<file path="src/logic/bfm_pkg.sv">
`default_nettype none
package bfm_pkg;

    // Port data width and default queue depth
    localparam int DATA_W    = 36;
    localparam int DEF_DEPTH = 1024;

    // Bus size encodings and usable mail widths
    localparam logic [1:0] BUS_SIZE_36 = 2'h0;
    localparam logic [1:0] BUS_SIZE_18 = 2'h1;
    localparam logic [1:0] BUS_SIZE_9  = 2'h2;
    localparam int         MAIL_W_18   = 18;
    localparam int         MAIL_W_9    = 9;

    // Reset values of flags
    localparam logic MAIL_FLAG_RST  = 1'b1;
    localparam logic SPACE_FLAG_RST = 1'b0;
    localparam logic HIGH_FILL_RST  = 1'b1;
    localparam logic LOW_FILL_RST   = 1'b0;

    // Pins of one synchronous port, input side
    typedef struct packed {
        logic              port_clk;
        logic              chip_sel_n;
        logic              dir_sel;
        logic              xfer_en;
        logic              mail_select;
        logic [1:0]        bus_size;
        logic [DATA_W-1:0] data;
    } bfm_port_pins_t;

endpackage
`default_nettype wire

</file>
<file path="src/logic/bfm_flags_mailbox.sv">
// Summary of operation
// - Space flag high while a location is free; writes ignored while low.
// - Space flag serves as input ready or full flag, same meaning both modes.
// - Space flag runs on writer port edges; write pointer counts each accepted word.
// - Space flag compares write and read pointers for a full queue only.
// - After a freeing read, space flag rises on second writer port edge.
// - Low fill flag runs on reader port edges, offset per queue.
// - Low fill flag low at offset words or fewer, high above.
// - Low fill flag rises on second reader edge after the filling write.
// - Offset registers take their values while the queue is held in reset.
// - High fill flag runs on writer port edges, offset per queue.
// - High fill flag low when count reaches depth minus offset, else high.
// - High fill flag rises on second writer edge after the lowering read.
// - One 36-bit mail register per direction, chosen by mail select.
// - Port A mail write captures port A data into the A-to-B mail register.
// - Mail register keeps only the writing port's bus size bits.
// - Port B mail write captures port B data into the B-to-A mail register.
// - Mail write drives its flag low; further writes ignored while low.
// - Driven data comes from queue output or incoming mail, by mail select.
// - Port B mail read sets the A-to-B mail flag high.
// - Port A mail read sets the B-to-A mail flag high.
// - Mail data survives reads and changes only on an accepted write.
`timescale 1ns/10ps
`default_nettype none
module bfm_flags_mailbox
    import bfm_pkg::*;
#(
    parameter  int DEPTH = DEF_DEPTH,
    localparam int AW    = $clog2(DEPTH),
    localparam int PW    = AW + 1
)
(
    input  wire logic              I_SYS_CLK,
    input  wire logic              I_RESETN,
    input  wire logic              I_CLK_EN,
    input  wire bfm_port_pins_t    I_PORTA_PINS,
    input  wire bfm_port_pins_t    I_PORTB_PINS,
    input  wire logic              I_Q1_RESETN,
    input  wire logic              I_Q2_RESETN,
    input  wire logic [AW-1:0]     I_Q1_LOW_FILL_OFFSET,
    input  wire logic [AW-1:0]     I_Q1_HIGH_FILL_OFFSET,
    input  wire logic [AW-1:0]     I_Q2_LOW_FILL_OFFSET,
    input  wire logic [AW-1:0]     I_Q2_HIGH_FILL_OFFSET,
    input  wire logic [DATA_W-1:0] I_PORTA_QUEUE_DATA,
    input  wire logic [DATA_W-1:0] I_PORTB_QUEUE_DATA,
    output var  logic [DATA_W-1:0] O_PORTA_DATA,
    output var  logic              O_PORTA_DATA_OE,
    output var  logic [DATA_W-1:0] O_PORTB_DATA,
    output var  logic              O_PORTB_DATA_OE,
    output var  logic              O_PORTA_SPACE_FLAG,
    output var  logic              O_PORTB_SPACE_FLAG,
    output var  logic              O_PORTA_HIGH_FILL_FLAG,
    output var  logic              O_PORTB_HIGH_FILL_FLAG,
    output var  logic              O_PORTA_LOW_FILL_FLAG,
    output var  logic              O_PORTB_LOW_FILL_FLAG,
    output var  logic              O_A2B_MAIL_FLAG,
    output var  logic              O_B2A_MAIL_FLAG,
    output var  logic              O_Q1_WRITE_STB,
    output var  logic              O_Q1_READ_STB,
    output var  logic              O_Q2_WRITE_STB,
    output var  logic              O_Q2_READ_STB
);

    localparam int              PB      = $bits(bfm_port_pins_t);
    localparam int              SW      = 2 * PB + 2;
    localparam logic [PW-1:0]   DEPTH_W = PW'(DEPTH);
    localparam logic [PW:0]     DEPTH_X = (PW + 1)'(DEPTH);
    // Synchroniser resets to idle pins, port deselected, so no enable glitch follows reset
    localparam bfm_port_pins_t  PIN_IDLE  = '{chip_sel_n: 1'b1, default: '0};
    localparam logic [SW-1:0]   SYNC_IDLE = {2'h0, PIN_IDLE, PIN_IDLE};

    // Binary to gray
    function automatic logic [PW-1:0] bin2gray(input logic [PW-1:0] b);
        return b ^ (b >> 1);
    endfunction

    // Gray to binary
    function automatic logic [PW-1:0] gray2bin(input logic [PW-1:0] g);
        logic [PW-1:0] b;
        b = '0;
        b[PW-1] = g[PW-1];
        for (int i = PW - 2; i >= 0; i--)
        begin
            b[i] = b[i+1] ^ g[i];
        end
        return b;
    endfunction

    // Keeps the bits that a bus size uses
    function automatic logic [DATA_W-1:0] size_mask(input logic [1:0] sz);
        logic [DATA_W-1:0] m;
        m = '1;
        if (sz == BUS_SIZE_18)
        begin
            m = {{(DATA_W - MAIL_W_18){1'b0}}, {MAIL_W_18{1'b1}}};
        end
        else if (sz == BUS_SIZE_9)
        begin
            m = {{(DATA_W - MAIL_W_9){1'b0}}, {MAIL_W_9{1'b1}}};
        end
        return m;
    endfunction

    logic [SW-1:0]     pin_raw;
    logic [SW-1:0]     s1_q;
    logic [SW-1:0]     s2_q;
    logic [SW-1:0]     s3_q;
    logic [SW-1:0]     filt_q;
    bfm_port_pins_t    pins_f [2];
    logic [1:0]        qrst_n;
    logic [1:0]        edge_v;
    logic [1:0]        wr_sel;
    logic [1:0]        rd_sel;
    logic [1:0]        space_v;
    logic [1:0]        high_v;
    logic [1:0]        low_v;
    logic [1:0]        mflag_v;
    logic [1:0]        wstb_v;
    logic [1:0]        rstb_v;
    logic [DATA_W-1:0] mail_v  [2];
    logic [DATA_W-1:0] qdata_v [2];
    logic [AW-1:0]     off_lo_in [2];
    logic [AW-1:0]     off_hi_in [2];
    logic [DATA_W-1:0] dout_v  [2];
    logic [1:0]        oe_v;

    assign pin_raw      = {I_Q2_RESETN, I_Q1_RESETN, I_PORTB_PINS, I_PORTA_PINS};
    assign pins_f[0]    = filt_q[PB-1:0];
    assign pins_f[1]    = filt_q[2*PB-1:PB];
    assign qrst_n       = filt_q[SW-1:2*PB];
    assign qdata_v[0]   = I_PORTA_QUEUE_DATA;
    assign qdata_v[1]   = I_PORTB_QUEUE_DATA;
    assign off_lo_in[0] = I_Q1_LOW_FILL_OFFSET;
    assign off_lo_in[1] = I_Q2_LOW_FILL_OFFSET;
    assign off_hi_in[0] = I_Q1_HIGH_FILL_OFFSET;
    assign off_hi_in[1] = I_Q2_HIGH_FILL_OFFSET;

    // Three-stage pin synchroniser; a level counts once stages two and three agree
    always_ff @(posedge I_SYS_CLK or negedge I_RESETN)
    begin
        if (!I_RESETN)
        begin
            s1_q   <= SYNC_IDLE;
            s2_q   <= SYNC_IDLE;
            s3_q   <= SYNC_IDLE;
            filt_q <= SYNC_IDLE;
        end
        else if (I_CLK_EN)
        begin
            s1_q   <= pin_raw;
            s2_q   <= s1_q;
            s3_q   <= s2_q;
            filt_q <= (s2_q & ~(s2_q ^ s3_q)) | (filt_q & (s2_q ^ s3_q));
        end
    end

    // Port decode: edge detect, transfer select, data drive
    for (genvar p = 0; p < 2; p++)
    begin : g_port
        logic              clk_prev_q;
        logic              wr_dir;
        logic              xfer;
        logic [DATA_W-1:0] dout_q;
        logic              oe_q;

        // Port B direction select is inverted against port A
        assign wr_dir    = (p == 0) ? pins_f[p].dir_sel : ~pins_f[p].dir_sel;
        assign xfer      = ~pins_f[p].chip_sel_n & pins_f[p].xfer_en & edge_v[p];
        assign edge_v[p] = pins_f[p].port_clk & ~clk_prev_q;
        assign wr_sel[p] = xfer & wr_dir;
        assign rd_sel[p] = xfer & ~wr_dir;
        assign dout_v[p] = dout_q;
        assign oe_v[p]   = oe_q;

        // Previous port clock level
        always_ff @(posedge I_SYS_CLK or negedge I_RESETN)
        begin
            if (!I_RESETN)
            begin
                clk_prev_q <= 1'b0;
            end
            else if (I_CLK_EN)
            begin
                clk_prev_q <= pins_f[p].port_clk;
            end
        end

        // Drive data while selected for reading, from queue or incoming mail
        always_ff @(posedge I_SYS_CLK or negedge I_RESETN)
        begin
            if (!I_RESETN)
            begin
                dout_q <= '0;
                oe_q   <= 1'b0;
            end
            else if (I_CLK_EN)
            begin
                oe_q   <= ~pins_f[p].chip_sel_n & ~wr_dir;
                dout_q <= pins_f[p].mail_select ? mail_v[1-p] : qdata_v[p];
            end
        end
    end

    // Queue flags; queue q is written by port q and read by the other port
    for (genvar q = 0; q < 2; q++)
    begin : g_queue
        logic [PW-1:0] wptr_q;
        logic [PW-1:0] wgray_q;
        logic [PW-1:0] wsync_q;
        logic [PW-1:0] rptr_q;
        logic [PW-1:0] rgray_q;
        logic [PW-1:0] rsync_q;
        logic [AW-1:0] off_lo_q;
        logic [AW-1:0] off_hi_q;
        logic          space_q;
        logic          high_q;
        logic          low_q;
        logic          nonempty_q;
        logic          wstb_q;
        logic          rstb_q;
        logic          wr_acc;
        logic          rd_acc;
        logic [PW-1:0] wptr_nxt;
        logic [PW-1:0] rptr_nxt;
        logic [PW-1:0] wcount;
        logic [PW-1:0] rcount;

        // Writes only while space is flagged
        assign wr_acc   = wr_sel[q] & ~pins_f[q].mail_select & space_q;
        assign rd_acc   = rd_sel[1-q] & ~pins_f[1-q].mail_select & nonempty_q;
        assign wptr_nxt = wptr_q + PW'(wr_acc);
        assign rptr_nxt = rptr_q + PW'(rd_acc);
        // Fill level seen by each side from the delayed far pointer
        assign wcount   = wptr_nxt - gray2bin(wsync_q);
        assign rcount   = gray2bin(rsync_q) - rptr_nxt;
        assign space_v[q] = space_q;
        assign high_v[q]  = high_q;
        assign low_v[q]   = low_q;
        assign wstb_v[q]  = wstb_q;
        assign rstb_v[q]  = rstb_q;

        // Offsets take their values while the queue is held in reset
        always_ff @(posedge I_SYS_CLK or negedge I_RESETN)
        begin
            if (!I_RESETN)
            begin
                off_lo_q <= '0;
                off_hi_q <= '0;
            end
            else if (I_CLK_EN && !qrst_n[q])
            begin
                off_lo_q <= off_lo_in[q];
                off_hi_q <= off_hi_in[q];
            end
        end

        // Writer side, stepped on writer port clock edges
        always_ff @(posedge I_SYS_CLK or negedge I_RESETN)
        begin
            if (!I_RESETN)
            begin
                wptr_q  <= '0;
                wgray_q <= '0;
                wsync_q <= '0;
                space_q <= SPACE_FLAG_RST;
                high_q  <= HIGH_FILL_RST;
                wstb_q  <= 1'b0;
            end
            else if (I_CLK_EN)
            begin
                wstb_q <= 1'b0;
                if (!qrst_n[q])
                begin
                    wptr_q  <= '0;
                    wgray_q <= '0;
                    wsync_q <= '0;
                    space_q <= SPACE_FLAG_RST;
                    high_q  <= HIGH_FILL_RST;
                end
                else if (edge_v[q])
                begin
                    wstb_q  <= wr_acc;
                    wptr_q  <= wptr_nxt;
                    wgray_q <= bin2gray(wptr_nxt);
                    wsync_q <= rgray_q;
                    // Same sense for input-ready and full use; rises one edge after capture
                    space_q <= (wcount != DEPTH_W);
                    high_q  <= ({1'b0, wcount} + {{(PW - AW + 1){1'b0}}, off_hi_q})
                               < DEPTH_X;
                end
            end
        end

        // Reader side, stepped on reader port clock edges
        always_ff @(posedge I_SYS_CLK or negedge I_RESETN)
        begin
            if (!I_RESETN)
            begin
                rptr_q     <= '0;
                rgray_q    <= '0;
                rsync_q    <= '0;
                low_q      <= LOW_FILL_RST;
                nonempty_q <= 1'b0;
                rstb_q     <= 1'b0;
            end
            else if (I_CLK_EN)
            begin
                rstb_q <= 1'b0;
                if (!qrst_n[q])
                begin
                    rptr_q     <= '0;
                    rgray_q    <= '0;
                    rsync_q    <= '0;
                    low_q      <= LOW_FILL_RST;
                    nonempty_q <= 1'b0;
                end
                else if (edge_v[1-q])
                begin
                    rstb_q     <= rd_acc;
                    rptr_q     <= rptr_nxt;
                    rgray_q    <= bin2gray(rptr_nxt);
                    rsync_q    <= wgray_q;
                    nonempty_q <= (rcount != '0);
                    low_q      <= (rcount > {{(PW - AW){1'b0}}, off_lo_q});
                end
            end
        end
    end

    // Mail registers; direction m is written by port m and read by the other
    for (genvar m = 0; m < 2; m++)
    begin : g_mail
        logic [DATA_W-1:0] mail_q;
        logic              mflag_q;
        logic              mwr;
        logic              mrd;

        // Writes ignored while the flag shows unread mail
        assign mwr        = wr_sel[m] & pins_f[m].mail_select & mflag_q;
        assign mrd        = rd_sel[1-m] & pins_f[1-m].mail_select;
        assign mail_v[m]  = mail_q;
        assign mflag_v[m] = mflag_q;

        // Mail data changes only on an accepted write
        always_ff @(posedge I_SYS_CLK or negedge I_RESETN)
        begin
            if (!I_RESETN)
            begin
                mail_q <= '0;
            end
            else if (I_CLK_EN && mwr)
            begin
                mail_q <= pins_f[m].data & size_mask(pins_f[m].bus_size);
            end
        end

        // Flag low on write, high when the other port reads the mail
        always_ff @(posedge I_SYS_CLK or negedge I_RESETN)
        begin
            if (!I_RESETN)
            begin
                mflag_q <= MAIL_FLAG_RST;
            end
            else if (I_CLK_EN)
            begin
                if (mwr)
                begin
                    mflag_q <= 1'b0;
                end
                else if (mrd)
                begin
                    mflag_q <= 1'b1;
                end
            end
        end
    end

    // Outputs, all straight from registers
    assign O_PORTA_DATA           = dout_v[0];
    assign O_PORTA_DATA_OE        = oe_v[0];
    assign O_PORTB_DATA           = dout_v[1];
    assign O_PORTB_DATA_OE        = oe_v[1];
    assign O_PORTA_SPACE_FLAG     = space_v[0];
    assign O_PORTB_SPACE_FLAG     = space_v[1];
    assign O_PORTA_HIGH_FILL_FLAG = high_v[0];
    assign O_PORTB_HIGH_FILL_FLAG = high_v[1];
    assign O_PORTA_LOW_FILL_FLAG  = low_v[1];
    assign O_PORTB_LOW_FILL_FLAG  = low_v[0];
    assign O_A2B_MAIL_FLAG        = mflag_v[0];
    assign O_B2A_MAIL_FLAG        = mflag_v[1];
    assign O_Q1_WRITE_STB         = wstb_v[0];
    assign O_Q1_READ_STB          = rstb_v[0];
    assign O_Q2_WRITE_STB         = wstb_v[1];
    assign O_Q2_READ_STB          = rstb_v[1];

endmodule
`default_nettype wire

</file>
<file path="config.mk">
export PLATFORM = sky130hd
export DESIGN_NAME = bfm_flags_mailbox
export DESIGN_NICKNAME = d
export VERILOG_FILES = /design/src/logic/bfm_pkg.sv /design/src/logic/bfm_flags_mailbox.sv
export SDC_FILE = /design/constraint.sdc
export NUM_CORES = 1
export LEC_CHECK = 0
export BUFFER_PORTS_ARGS = -buffer_cell sky130_fd_sc_hd__buf_2
export CAP_MARGIN = 20
export CORE_UTILIZATION = 40
export CTS_CLUSTER_DIAMETER = 100
export DETAILED_ROUTE_END_ITERATION = 16
export SLEW_MARGIN = 0
export SYNTH_ARGS = -nofsm -noshare
export SYNTH_HDL_FRONTEND = slang
export SYNTH_SLANG_ARGS = --single-unit
export TNS_END_PERCENT = 5
</file>
<file path="constraint.sdc">
create_clock -name I_SYS_CLK -period 5.3 [get_ports I_SYS_CLK]
set_input_delay 0.265 -clock I_SYS_CLK [delete_from_list [all_inputs] [get_ports I_SYS_CLK]]
set_output_delay 0.265 -clock I_SYS_CLK [all_outputs]
set_load 0.05 [all_outputs]
</file>
Word level (Yosys, flattened, before mapping)
Cells that the tools add are included.
{"block": "totals", "register_bits": 686}
{"block": "op_classes", "add_sub_neg": 10, "n_bitwise": 85, "muxes": 60, "order_cmp": 4, "n_eq_ne": 10, "reduce_logical": 16}
{"operator": "36-bit 2-to-1 mux", "n": 8}
{"operator": "11-bit 2-to-1 mux", "n": 24}
{"operator": "88-bit AND", "n": 2}
{"operator": "88-bit NOT", "n": 1}
{"operator": "88-bit bitwise OR", "n": 1}
{"operator": "88-bit XOR", "n": 1}
{"operator": "36-bit AND", "n": 2}
{"operator": "11-bit by 1-bit adder with 11-bit output", "n": 4}
{"operator": "11-bit subtractor", "n": 4}
{"operator": "11-bit by 10-bit XOR with 11-bit output", "n": 4}
{"operator": "1-bit XOR", "n": 40}
{"operator": "1-bit 2-to-1 mux", "n": 28}
{"operator": "1-bit AND", "n": 26}
{"operator": "11-bit by 10-bit adder with 12-bit output", "n": 2}
{"operator": "12-bit by 11-bit less-than comparator with 1-bit output (second input constant)", "n": 2}
{"operator": "11-bit by 10-bit greater-than comparator with 1-bit output", "n": 2}
{"operator": "11-bit inequality test (second input constant)", "n": 2}
{"operator": "11-bit nonzero test", "n": 2}
{"operator": "2-bit AND reduction", "n": 6}
{"operator": "2-bit by 1-bit inequality test with 1-bit output (second input constant)", "n": 4}
{"operator": "1-bit NOT", "n": 8}
{"operator": "2-bit by 1-bit == test with 1-bit output (second input constant)", "n": 2}
{"operator": "2-bit == test (second input constant)", "n": 2}
{"operator": "1-bit logical AND", "n": 4}
{"operator": "other kinds (2)", "n": 4}

Depth between registers and ports, before layout
{"block": "depth", "depth_word": 15, "mapped_depth": 25, "mapped_depth_nobuf": 25}

Worst setup path after synthesis
Ideal clock, no wire load.
{"block": "synth_timing", "kind": "register to register", "start": "reg g_queue[1].wsync_q[10]", "end": "reg g_queue[1].high_q (netlist: O_PORTB_HIGH_FILL_FLAG)", "path_buffers": 0, "setup_ps": 80, "slack_ps": 176, "t_required_ps": 5220, "arrival_ps": 5044, "path_stages_with_launch": 24, "path_cell_list": "dfrtp_1 -> xnor3_1 -> xor2_1 -> xor3_1 -> xor2_1 -> xnor2_1 -> xor2_1 -> xnor2_1 -> ha_1 -> inv_1 -> fa_1 -> a21o_1 -> a21oi_1 -> nor3b_1 -> mux2i_1 -> nand2_1 -> a21o_1 -> a21oi_1 -> xnor2_1 -> ha_1 -> o2111ai_1 -> nand2_1 -> o21ai_0 -> a21boi_0"}
{"block": "synth_via", "elab_chain_cells": 15}
{"element": "from (decl)", "line_no": "bfm_flags_mailbox.sv:209", "rtl": "logic [PW-1:0] wsync_q;"}
{"element": "from (signal assigned)", "line_no": "bfm_flags_mailbox.sv:285", "rtl": "wsync_q <= rgray_q;"}
{"element": "1-bit XOR (10 in a row)", "line_no": "bfm_flags_mailbox.sv:84", "rtl": "b[i] = b[i+1] ^ g[i];"}
{"element": "11-bit subtractor *", "line_no": "bfm_flags_mailbox.sv:234", "rtl": "assign wcount = wptr_nxt - gray2bin(wsync_q);"}
{"element": "11-bit by 10-bit adder with 12-bit output *", "line_no": "bfm_flags_mailbox.sv:288", "rtl": "high_q <= ({1'b0, wcount} + {{(PW - AW + 1){1'b0}}, off_hi_q})"}
{"element": "12-bit by 11-bit less-than comparator with 1-bit output *", "line_no": "bfm_flags_mailbox.sv:289", "rtl": "< DEPTH_X;"}
{"element": "1-bit 2-to-1 mux *", "line_no": "bfm_flags_mailbox.sv:280", "rtl": "else if (edge_v[q])"}
{"element": "1-bit 2-to-1 mux *", "line_no": "bfm_flags_mailbox.sv:272", "rtl": "if (!qrst_n[q])"}
{"element": "to (signal assigned)", "line_no": "bfm_flags_mailbox.sv:288"}
{"element": "to (decl)", "line_no": "bfm_flags_mailbox.sv:216", "rtl": "logic high_q;"}
Mark *: on every way between the ends. The rest lies on a longest branch, timed or not. The select of a mux whose other input is x is not followed.
A chain may end at the register's enable or synchronous reset.

Worst setup path after layout
{"block": "layout_timing", "start": "reg g_queue[1].rsync_q[10]", "end": "reg g_queue[1].low_q (netlist: O_PORTA_LOW_FILL_FLAG)"}
{"block": "layout_via", "elab_chain_cells": 14}
{"element": "from (decl)", "line_no": "bfm_flags_mailbox.sv:212", "rtl": "logic [PW-1:0] rsync_q;"}
{"element": "from (signal assigned)", "line_no": "bfm_flags_mailbox.sv:322", "rtl": "rsync_q <= wgray_q;"}
{"element": "1-bit XOR (10 in a row)", "line_no": "bfm_flags_mailbox.sv:84"}
{"element": "11-bit subtractor *", "line_no": "bfm_flags_mailbox.sv:235", "rtl": "assign rcount = gray2bin(rsync_q) - rptr_nxt;"}
{"element": "11-bit by 10-bit greater-than comparator with 1-bit output *", "line_no": "bfm_flags_mailbox.sv:324", "rtl": "low_q <= (rcount > {{(PW - AW){1'b0}}, off_lo_q});"}
{"element": "1-bit 2-to-1 mux *", "line_no": "bfm_flags_mailbox.sv:317", "rtl": "else if (edge_v[1-q])"}
{"element": "1-bit 2-to-1 mux *", "line_no": "bfm_flags_mailbox.sv:309", "rtl": "if (!qrst_n[q])"}
{"element": "to (signal assigned)", "line_no": "bfm_flags_mailbox.sv:324"}
{"element": "to (decl)", "line_no": "bfm_flags_mailbox.sv:217", "rtl": "logic low_q;"}
Marked as above.

==> results_dict.tcl <==
set metrics [dict create \
    status "finished clean" \
    yosysMostFrequentCell "dfrtp_1" \
    fillers 6739 \
    dpl-instance-area_um2 33100 \
    synth_compound_area_share_pct 12.4 \
    drtAntennaViolNets 0 \
    dr.pass1.iters 7 \
    synth_top_area_share_pct 54.9 \
    initial_core_util_pct 40.8 \
    grt_max_degree 175 \
    fp.coreArea_um2 74900 \
    num_vias 22000 \
    clk_pin_slew_ns 0.06 \
    min_period_over_period_pct 95.3 \
    ios 289 \
    end_kind "register" \
    syn_area_per_cell_um2 10.7 \
    die_h_um 278 \
    setup_viol 0 \
    die_w_um 278 \
    place_congestion 0.811 \
    regArea_um2 17100 \
    hpwl_um 46600 \
    rsz0062_at_grt "true" \
    synthMuxAreaShare_pct 9.83 \
    dpl.cell_count 4022 \
    cts_tree "built" \
    grtUsageTotal_pct 19.2 \
    power_density_nw_per_um2 399 \
    fin_worst_skew_ns 0.0195 \
    wl_um 73100 \
    synthArstFlopShare_pct 100 \
    crit_arrival_ns 5.55 \
    route.detailed.drc 0 \
    nets 3647 \
    synth_common_cells "dfrtp_1, o21ai_0, nand2_1, mux2_2, a21oi_1" \
    crit_path_start_kind "register" \
    period_minus_slack_ns 5.05 \
    drt_iter0_markers 1415 \
    synth_area_um2 30500 \
    synth_edf_count 0 \
    synth.largest_area_cell "dfrtp_1" \
    syn_nets 3167 \
    vdd_drop_max_mv 0.284 \
    wire_per_inst_um 16.7 \
    drive_gt1_share_pct 21.6 \
    hp-class "in2reg" \
    synth_top_family_by_area "compound AO/OA/AOI/OAI gates" \
    grt_pass1_wl_um 120000 \
    grt_overflow_total 0 \
    cts_buffer_depth 3 \
    clk_latency_ns 0.62 \
    cts_root_buf "clkbuf_16" \
    worstSetupPathType "reg2reg" \
    port_buffers 288 \
    worst-path-max-fanout 3 \
    antenna_found_initial 7 \
    stdcell_area_um2 38000 \
    area_growth_syn_to_layout_pct 24.5 \
    ys.warnings.count 0 \
    yosysSeqAreaShare_pct 55.9 \
    grt_pass1_vias 22200 \
    power_leakage_nw 18.0 \
    via_per_inst 5.01 \
    synth.distinct_cells 52 \
    layoutNonFillerInstCount 4380 \
    required_ns 5.80 \
    synth-seq-cells 682 \
    finalMaxSlewViolations 0 \
    synth_adder_area_share_pct 4.03 \
    multi_input_area_um2 12600 \
    max_freq_ghz 0.198 \
    synth-main-ff-cell "dfrtp_1" \
    timing.hold.ws_ns 0.0115 \
    cts_sinks 682 \
    dieArea_um2 77500 \
    htreeDepth 3 \
    ys_top_cells_by_area "dfrtp_1, mux2_2, o21ai_0" \
    synth_xor_area_share_pct 4.57 \
    cap_violations 0 \
    rows 100 \
    worstMarginPinSlew_ns 0.936 \
    numCtsBuffers 76 \
    synth-simple-area-share_pct 9.61 \
    hold_viol_final 0 \
    synth_cells 2868 \
    slew_headroom_pct 37.6 \
    setup_tns_ns 0 \
]
[cells in the final DEF, fill, tap and decap left out, types with 4 or more instances in the layout]
cell type	instances
xor2_2	6
inv_1	155
buf_12	8
nand3b_1	21
xor2_1	60
buf_2	286
mux2i_1	75
a21oi_1	186
xnor2_1	70
clkinv_2	13
nor2_1	117
a31oi_1	4
clkbuf_8	24
nor3_1	9
o31ai_1	4
ha_1	88
o21ai_0	381
and3b_1	4
nand2b_1	9
buf_4	46
o21ai_1	12
a21oi_2	6
a22o_1	55
nand2_1	393
xnor2_2	8
mux2_2	200
o21a_1	9
a21o_1	9
and3_1	14
nor2b_1	14
or4_1	7
nor3b_1	4
nand4_1	5
dfrtp_1	667
dlygate4sd3_1	199
dfstp_2	12
clkbuf_1	13
nand3_1	67
clkbuf_16	80
[kinds of logic (layout without fill, tap and decap cells)]
group           after synthesis  count (layout)
compound gates              690             690
xor+xnor                    151             151
fa+ha+maj                    96              96
buf+inv                     295             835
flops                       682             682
mux                         275             275
other cells                   0               3
simple gates                679             679
[metal layers]
layer / vias to the layer above / GRT usage, % / part of all wire (%)
li1: 10800 / - / -
met1: 10700 / 26.7 / 47
met2: 338 / 30.8 / 47
met3: 103 / 3.30 / 4.0
met4: 6 / 5.31 / 2.1
met5: - / 0 / 0.052
[timing repair]
item / in CTS / in global routing
cloned: 0 / 0
resized for setup: 4 / 62
hold buffers: 199 / 0
pin swaps: 2 / 45
setup buffers: 1 / 16
endpoints found under the hold margin: 255 / 0
endpoints found under the setup margin: 2 / 6
[area by class of cell]
type	instances	area share, %
flip-flops and latches	682	44.9
multi-input cells	1891	33.2
repair buffers	541	10.4
clock buffers	117	6.26
well taps	969	3.19
inverters	156	1.55
clock inverters	21	0.454
diodes	3	0.0197
[critical path, stage by stage, from the launching register on]
cell	delay (ns)
dfrtp_2	0.45
xor2_4	0.21
xnor2_2	0.20
xor2_1	0.24
xor2_1	0.24
xor2_1	0.24
xor2_1	0.32
xnor2_2	0.20
xor2_2	0.23
xnor2_2	0.12
xor2_1	0.16
ha_2	0.21
fa_2	0.54
inv_1	0.04
ha_1	0.29
nor2b_1	0.14
o21a_1	0.16
o21a_1	0.16
o21a_1	0.16
o21ai_1	0.11
nand2b_1	0.07
a21oi_1	0.14
o21ai_1	0.07
a21oi_1	0.14
o21ai_1	0.08
[final timing paths]
path,slack [ns],startpoint,endpoint,cells past startpoint
min,0.01,I_PORTA_QUEUE_DATA[35],O_PORTA_DATA[35]$_DFFE_PN0P_,3
min in group asynchronous,0.18,I_RESETN,async pin,2
min reg2reg,0.46,g_mail[1].mail_q[12]$_DFFE_PN0P_,g_mail[1].mail_q[12]$_DFFE_PN0P_,2
max,0.25,g_queue[1].rsync_q[10]$_DFFE_PN0P_,O_PORTA_LOW_FILL_FLAG$_DFFE_PN0P_,24
max in group asynchronous,3.71,I_RESETN,s2_q[70]$_DFFE_PN0P_,3
max reg2reg,0.25,g_queue[1].rsync_q[10]$_DFFE_PN0P_,O_PORTA_LOW_FILL_FLAG$_DFFE_PN0P_,24
[through the flow]
| step | worst slack (ns) | utilization, % | power (mW) |
|---|---|---|---|
| floorplan | 0.176 | - | 8.81 |
| global placement | 0.102 | 44.1 | 9.79 |
| detailed placement | -0.101 | 44.1 | 9.86 |
| CTS | 0.00143 | 50.2 | 15.4 |
| global route | -0.0686 | 50.8 | 16.0 |
| finish | 0.249 | 50.8 | 15.2 |
[power breakdown]
group,internal [mW],leakage (nW),switching [mW],total (mW)
Combinational,1.15,8.26,1.90,3.05
Sequential,6.16,8.48,0.656,6.82
Clock,3.15,1.27,2.16,5.31
Total,10.5,18.0,4.71,15.2
No activity file was read; power rests on OpenSTA's default activity.
